<file path="config.mk">
export PLATFORM = sky130hd
export DESIGN_NAME = pms_top
export DESIGN_NICKNAME = d
export VERILOG_FILES = /design/src/rtl/pms_pkg.sv /design/src/rtl/pms_sel_if.sv /design/src/rtl/pms_pin_mux.sv /design/src/rtl/pms_top.sv
export SDC_FILE = /design/constraint.sdc
export NUM_CORES = 1
export LEC_CHECK = 0
export BUFFER_PORTS_ARGS = -buffer_cell sky130_fd_sc_hd__buf_4
export CORE_MARGIN = 3
export CORE_UTILIZATION = 35
export DETAILED_ROUTE_END_ITERATION = 8
export RECOVER_POWER = 50
export SKIP_CTS_REPAIR_TIMING = 1
export SLEW_MARGIN = 20
export SYNTH_ARGS = -nofsm -noshare
export SYNTH_HDL_FRONTEND = slang
export SYNTH_HIERARCHICAL = 1
export SYNTH_SLANG_ARGS = --single-unit
</file>
<file path="constraint.sdc">
create_clock -name pclk -period 1.8 [get_ports pclk]
set_input_delay 0.36 -clock pclk [delete_from_list [all_inputs] [get_ports pclk]]
set_output_delay 0.36 -clock pclk [all_outputs]
set_load 0.05 [all_outputs]
</file>
<file path="src/rtl/pms_pkg.sv">
/*
 * Shared constants for the MAC-side pin output source multiplexer.
 * Assumes registers reached over APB with 32-bit data, one word per register.
 */
// Summary of operation
// RULE1: The receive data pins 7..4 selector register exists only in the large package variant.
// RULE2: In that register bits 15:12, 11:8, 7:4, 3:0 select pins rxd7, rxd6, rxd5, rxd4; RW, reset 0.
// RULE3: Code 0000 passes the pin's normal interface signal through.
// RULE4: Code 1001 drives constant one and code 1000 drives constant zero.
// RULE5: Code 0111 routes the test pattern checker error or loss of sync indication.
// RULE6: Code 0110 routes the third indicator light signal.
// RULE7: Software must not write codes 0101 or 1010 to 1111, which are reserved.
// RULE8: Code 0100 routes energy detect, meaningful only at gigabit and 100 Mb/s.
// RULE9: Code 0011 routes wake-on-LAN and code 0010 the receive start-of-frame pulse.
// RULE10: Code 0001 routes the transmit start-of-frame pulse.
// RULE11: Large variant second register holds carrier 11:8, collision 7:4, rx error 3:0; 15:12 read 0.
// RULE12: Small variant second register holds general pin 1 in 7:4 and pin 0 in 3:0; 15:8 read 0.
// RULE13: Small variant code 0000 drives general pin 1 with collision and pin 0 with rx error.
// RULE14: A build parameter picks the variant; each pin mux follows its stored selector.
// RULE15: A reserved code drives the pin to zero.
package pms_pkg;
	localparam logic [11:0] REG1_INDEX   = 12'h171;
	localparam logic [11:0] REG2_INDEX   = 12'h172;
	localparam logic [13:0] REG1_ADDR    = {REG1_INDEX, 2'b00};
	localparam logic [13:0] REG2_ADDR    = {REG2_INDEX, 2'b00};
	localparam logic [15:0] REG_RESET    = 16'h0000;
	localparam int          SEL_W        = 4;
	localparam int          NPINS        = 7;
	localparam int          NSRC         = 8;
	localparam logic [3:0]  SEL_NORMAL   = 4'h0;
	localparam logic [3:0]  SEL_TX_SFD   = 4'h1;
	localparam logic [3:0]  SEL_RX_SFD   = 4'h2;
	localparam logic [3:0]  SEL_WOL      = 4'h3;
	localparam logic [3:0]  SEL_ENERGY   = 4'h4;
	localparam logic [3:0]  SEL_LED3     = 4'h6;
	localparam logic [3:0]  SEL_PRBS     = 4'h7;
	localparam logic [3:0]  SEL_ZERO     = 4'h8;
	localparam logic [3:0]  SEL_ONE      = 4'h9;
	localparam int          SRC_TX_SFD   = 0;
	localparam int          SRC_RX_SFD   = 1;
	localparam int          SRC_WOL      = 2;
	localparam int          SRC_ENERGY   = 3;
	localparam int          SRC_LED3     = 4;
	localparam int          SRC_PRBS     = 5;
	localparam logic        VARIANT_LARGE = 1'b1;
endpackage

</file>
<file path="src/rtl/pms_sel_if.sv">
/*
 * Carrier between the register file and the pin multiplexer.
 * Assumes one clock domain; selectors are stored register values, or code 1000 for the pins the small variant lacks.
 */
`timescale 1ns/1ps
interface pms_sel_if;
	logic [pms_pkg::NPINS*pms_pkg::SEL_W-1:0] sel;
	logic [pms_pkg::NPINS-1:0]                normal;
	logic [pms_pkg::NSRC-1:0]                 src;
	logic [pms_pkg::NPINS-1:0]                pin;
	modport regs (output sel, output normal, output src, input pin);
	modport mux  (input sel, input normal, input src, output pin);
endinterface

</file>
<file path="src/rtl/pms_pin_mux.sv">
/*
 * Combinational per-pin output source selection.
 * Assumes selectors and sources on the core clock; outputs are registered by the caller.
 */
`timescale 1ns/1ps
module pms_pin_mux (
	pms_sel_if.mux sif
);
	genvar i;
	for (i = 0; i < pms_pkg::NPINS; i++) begin : g_pin
		wire [3:0] s = sif.sel[i*pms_pkg::SEL_W +: pms_pkg::SEL_W];
		assign sif.pin[i] =
			(s == pms_pkg::SEL_NORMAL) ? sif.normal[i] :                  // RULE3
			(s == pms_pkg::SEL_TX_SFD) ? sif.src[pms_pkg::SRC_TX_SFD] :   // RULE10
			(s == pms_pkg::SEL_RX_SFD) ? sif.src[pms_pkg::SRC_RX_SFD] :   // RULE9
			(s == pms_pkg::SEL_WOL)    ? sif.src[pms_pkg::SRC_WOL] :      // RULE9
			(s == pms_pkg::SEL_ENERGY) ? sif.src[pms_pkg::SRC_ENERGY] :   // RULE8
			(s == pms_pkg::SEL_LED3)   ? sif.src[pms_pkg::SRC_LED3] :     // RULE6
			(s == pms_pkg::SEL_PRBS)   ? sif.src[pms_pkg::SRC_PRBS] :     // RULE5
			(s == pms_pkg::SEL_ONE)    ? 1'b1 :                           // RULE4
			1'b0;                                                         // RULE15
	end
endmodule

</file>
<file path="src/rtl/pms_top.sv">
/*
 * APB register file and registered MAC-side pin outputs of the source multiplexer.
 * Assumes an APB master on pclk; indication inputs come from other clock
 * domains or pins and are synchronised here.
 */
// Design decision made here: the APB interface to the registers.
`timescale 1ns/1ps
module pms_top #(
	parameter logic VARIANT = pms_pkg::VARIANT_LARGE
) (
	input  wire logic        pclk,
	input  wire logic        presetn,
	input  wire logic        psel,
	input  wire logic        penable,
	input  wire logic        pwrite,
	input  wire logic [15:0] paddr,
	input  wire logic [31:0] pwdata,
	output logic      [31:0] prdata,
	output logic             pready,
	output logic             pslverr,
	input  wire logic [7:4]  rxd_normal,
	input  wire logic        carrier_normal,
	input  wire logic        collision_normal,
	input  wire logic        rx_error_normal,
	input  wire logic        tx_sfd_pulse,
	input  wire logic        rx_sfd_pulse,
	input  wire logic        wake_on_lan_indication,
	input  wire logic        energy_detect,
	input  wire logic        third_indicator_light,
	input  wire logic        prbs_error_or_lost,
	output logic      [7:4]  rxd_pin,
	output logic             carrier_pin,
	output logic             collision_pin,
	output logic             rx_error_pin
);
	pms_sel_if sif ();

	logic [15:0] reg1_q;
	logic [15:0] reg2_q;
	logic [12:0] sync1_q;
	logic [12:0] sync2_q;
	logic [6:0]  pin_q;

	// Bits from outside pclk: 12:9 rxd7..4, 8 carrier, 7 collision, 6 rx error, 5:0 sources
	wire  [12:0] async_in = {rxd_normal, carrier_normal, collision_normal, rx_error_normal,
		prbs_error_or_lost, third_indicator_light, energy_detect,
		wake_on_lan_indication, rx_sfd_pulse, tx_sfd_pulse};

	wire         setup     = psel & ~penable;
	wire         access    = psel & penable;
	wire         hit1      = (paddr == {2'b00, pms_pkg::REG1_ADDR}) & VARIANT;    // RULE1
	wire         hit2      = (paddr == {2'b00, pms_pkg::REG2_ADDR});
	wire         bad_addr  = ~hit1 & ~hit2;
	// Writes land in the access cycle, where pready is always high
	wire         wr1       = access & pwrite & hit1;
	wire         wr2       = access & pwrite & hit2;
	wire  [15:0] wmask2    = VARIANT ? 16'h0FFF : 16'h00FF;                      // RULE11 RULE12
	wire  [15:0] rd_word   = hit1 ? reg1_q : (hit2 ? (reg2_q & wmask2) : 16'h0000);

	// Pin order: 0..3 = rxd4..7, 4 = carrier, 5 = collision, 6 = rx error
	wire  [3:0]  sel_carrier = VARIANT ? reg2_q[11:8] : pms_pkg::SEL_ZERO;
	wire  [3:0]  sel_col     = reg2_q[7:4];                                     // RULE11 RULE12
	wire  [3:0]  sel_rxer    = reg2_q[3:0];                                     // RULE11 RULE12
	wire  [15:0] sel_rxd     = VARIANT ? reg1_q : {4{pms_pkg::SEL_ZERO}};        // RULE2 RULE1

	assign sif.sel    = {sel_rxer, sel_col, sel_carrier, sel_rxd};               // RULE14
	assign sif.normal = {sync2_q[6], sync2_q[7], sync2_q[8], sync2_q[12:9]};        // RULE3 RULE13
	assign sif.src    = {2'b00, sync2_q[5:0]};
	pms_pin_mux u_mux (
		.sif (sif)
	);

	always_ff @(posedge pclk or negedge presetn) begin
		if (!presetn) begin
			reg1_q <= pms_pkg::REG_RESET;                                  // RULE2
			reg2_q <= pms_pkg::REG_RESET;
		end else begin
			if (wr1) begin
				reg1_q <= pwdata[15:0];                                    // RULE2
			end
			if (wr2) begin
				reg2_q <= pwdata[15:0] & wmask2;                           // RULE11 RULE12
			end
		end
	end

	always_ff @(posedge pclk or negedge presetn) begin
		if (!presetn) begin
			sync1_q <= 13'h0000;
			sync2_q <= 13'h0000;
			pin_q   <= 7'h00;
		end else begin
			sync1_q <= async_in;
			sync2_q <= sync1_q;
			pin_q   <= sif.pin;                                            // RULE13
		end
	end

	always_ff @(posedge pclk or negedge presetn) begin
		if (!presetn) begin
			prdata  <= 32'h00000000;
			pready  <= 1'b0;
			pslverr <= 1'b0;
		end else begin
			pready  <= setup;
			pslverr <= setup & bad_addr;
			prdata  <= (setup & ~pwrite) ? {16'h0000, rd_word} : 32'h00000000;
		end
	end

	assign rxd_pin       = pin_q[3:0];
	assign carrier_pin   = pin_q[4];
	assign collision_pin = pin_q[5];
	assign rx_error_pin  = pin_q[6];
endmodule

</file>
==> out/results.ini <==
[outcome]
run_status = finished clean

[worst_setup_path]
r2r_cells = 3
path_delay_family = simple AND/OR/NAND/NOR gates
largest_driver_fanout_on_the_critical_path = 16
worstReg2RegStart = reg2_q[6]
timing.critical_path.cells = buf_4 -> nor4_4 -> nand3b_2 -> nor3_4 -> buf_12 -> mux2_2
worst_reg2reg_endpoint = pin_q[5]
path_class = input pin to flip-flop
cp_data_arrival_time_ps = 1780
maximum_cell_stage_delay_along_the_critical_path_ps = 370
timing.critical_path.from = paddr[13]
timing.critical_path.slowest_stage_cell = sky130_fd_sc_hd__nor4_4
worst_setup_path_end_kind = flip-flop
critical_path_buf_inv_count = 2
path_depth = 6
critical_path.startpoint_type = input pin
r2r_slack_ps = 490
worst_setup_path_endpoint = reg1_q[4]
cp.required_ps = 2030

[drt]
total_via_count_in_the_routed_design = 2237
drt_via_density = 4.760
drt_iter0_markers = 138
routed_wire_length_per_instance_um = 15.22
final_antenna_net_count = 0
detail_route.first_pass.iterations = 4
remaining_drc_errors = 0
routed_wirelength_um = 7155

[logic_synthesis]
synth.avg_cell_area_um2 = 13.56
yosys_most_used_dff = sky130_fd_sc_hd__dfrtp_1
share_of_yosys_cell_area_claimed_by_the_top_area_cell_type_pct = 58.78
yosys_register_bits = 79
netlist_area_mm2 = 0.003363
synthTopCellsByArea = sky130_fd_sc_hd__dfrtp_1 (59%), sky130_fd_sc_hd__mux2_2 (6.7%), sky130_fd_sc_hd__mux2i_1 (5.7%), sky130_fd_sc_hd__mux2_4 (4.5%), sky130_fd_sc_hd__buf_4 (3.8%)
synth_largest_area_cell = sky130_fd_sc_hd__dfrtp_1
post_synth_inst_count = 248
synth.yosys.seq_area_share_pct = 58.78
synth_enable_flop_cells = 0
async_reset_ff_share_pct = 100.0
yosysWarnings = 6
synth.lib_cells_used.distinct = 39

[floorplanning]
core_mm2 = 0.009284
chipHeight_um = 104.0
fp.dieW_um = 104.0
initial_core_util_pct = 36.23
area_enclosed_by_the_die_boundary_mm2 = 0.01082
std_cell_rows = 35
ioPinCount = 107

[clock_network]
clockBufferDepth = 2
clkSlewWorstSetupHoldPaths_ps = 80
clock_tree.htree_level_count = 3
cts_tree = yes
cts_root_buffer = sky130_fd_sc_hd__clkbuf_8
cts_made_buffers = 9
cts_sinks = 79
clock_latency_ps = 350

[global_route]
number_of_global_route_vias_before_repair = 2257
grt_max_degree = 29
gr-total-overflow = 0
grt_first_pass_wirelength_um = 11780
grt_antenna_before_repair = 0
groute.usage.overall_pct = 13.80

[cells_and_area]
layout-drive-gt1-share_pct = 40.47
number_of_nets_in_the_layout = 402
multiInputGateArea_mm2 = 0.001284
syn2layout_area_growth_pct = 27.83
finish.instance_area_mm2 = 0.004299
num-fill-cells = 870
layout.cells.non_filler = 470
mostFrequentLayoutCell = sky130_fd_sc_hd__dfrtp_1
seq_area_mm2 = 0.001977
diodes = 0
layout_common_cells = sky130_fd_sc_hd__dfrtp_1 (79), sky130_fd_sc_hd__buf_4 (64), sky130_fd_sc_hd__nor2_1 (22)

[power]
power_density_mw_per_mm2 = 843.9
static-leakage-power_uw = 0.001986
vdd_ir_drop_max_mv = 0.3290

[hold_path]
worst_hold_path_type = input pin to flip-flop
hold_path.startpoint = collision_normal

[timing]
post-route-worst-setup-slack_ps = 248.5
timing_worst_slew_pin_value_ps = 677.2
timing_max_transition_violations_final = 0
slew_headroom_pct = 54.85
finalHoldViolCount = 0
fmaxAchievable_mhz = 644.5
setup_viol_count_final = 0
period_share_pct = 86.20
fin_worst_skew_ps = 8.482
layout_min_cycle_time_ps = 1552
rsz0062_at_grt = no

[placed_design]
preCtsSetupSlack_ps = -109.3
io_buffers = 74
half_perimeter_wire_length_of_the_detailed_placement_result_um = 5146
placement.cell_area_mm2 = 0.004075
placed_cells_incl_taps = 453
routabilityCongestion = 0.7937

[flow_run]
number_of_max_cap_violations = 0

[cell families after synthesis]
group	Yosys count	share of synthesized area, %
xor gates and xnor gates	1	0.2605
other	1	0.1115
buffers and inverters	21	4.725
and+or+nand+nor	73	13.95
DFF	79	58.78
AOI/OAI and AO/OA	24	5.358
muxes	49	16.82
[stage by stage]
step | util (%) | hold WS [ps] | total power (µW) | TNS [ps]
final | 46.31 | 132.8 | 3628 | 0
after global routing | 46.31 | 108.2 | 3796 | 0
after CTS | 46.39 | -150.8 | 3688 | 0
after detailed placement | 43.89 | 244.7 | 2189 | -2471
after global placement | 43.89 | 243.3 | 2184 | -2331
after floorplan | - | 64.41 | 2044 | 0
[layout make-up]
type / instances / area share (%)
Sequential cell: 79 / 45.98
Tap cell: 129 / 3.754
Multi-Input combinational cell: 163 / 29.86
Clock buffer: 10 / 3.201
Clock inverter: 6 / 2.183
Timing Repair Buffer: 83 / 15.02
[power by group]
group          internal (µW)  total [µW]  switching (µW)
Combinational            112         305             193
Clock                    825        1480             659
Sequential              1810        1840            26.2
Total                   2750        3630             879
[worst min-delay path by stage]
stage / end / cells past startpoint
6_report: sync1_q[7] / 1
5_1_grt: sync1_q[8] / 1
4_1_cts: prdata[3] / 1
3_5_place_dp: prdata[3] / 1
3_3_place_gp: prdata[3] / 1
2_1_floorplan: pin_q[0] / 0
[flip-flops by register name, summed over array words and instances, names as in the netlist]
signal   flops
pslverr      1
sync1_q     13
prdata      16
pready       1
reg2_q      12
sync2_q     13
reg1_q      16
pin_q        7
[cells in the mapped netlist, drive strengths merged, types with 4 or more instances]
master	number
mux2	30
nor4	4
buf	18
nor2	22
and2	4
mux2i	19
nand3b	5
nor3	7
dfrtp	79
or3b	5
or3	6
a22oi	12
o22ai	5
[per-layer routing]
layer  wire, µm  GRT usage [%]
met4        147          5.318
met3        473          4.966
met1       3268          18.58
met2       3266          20.33
met5          0              0
Note: power is estimated with default switching activity, not from simulation.
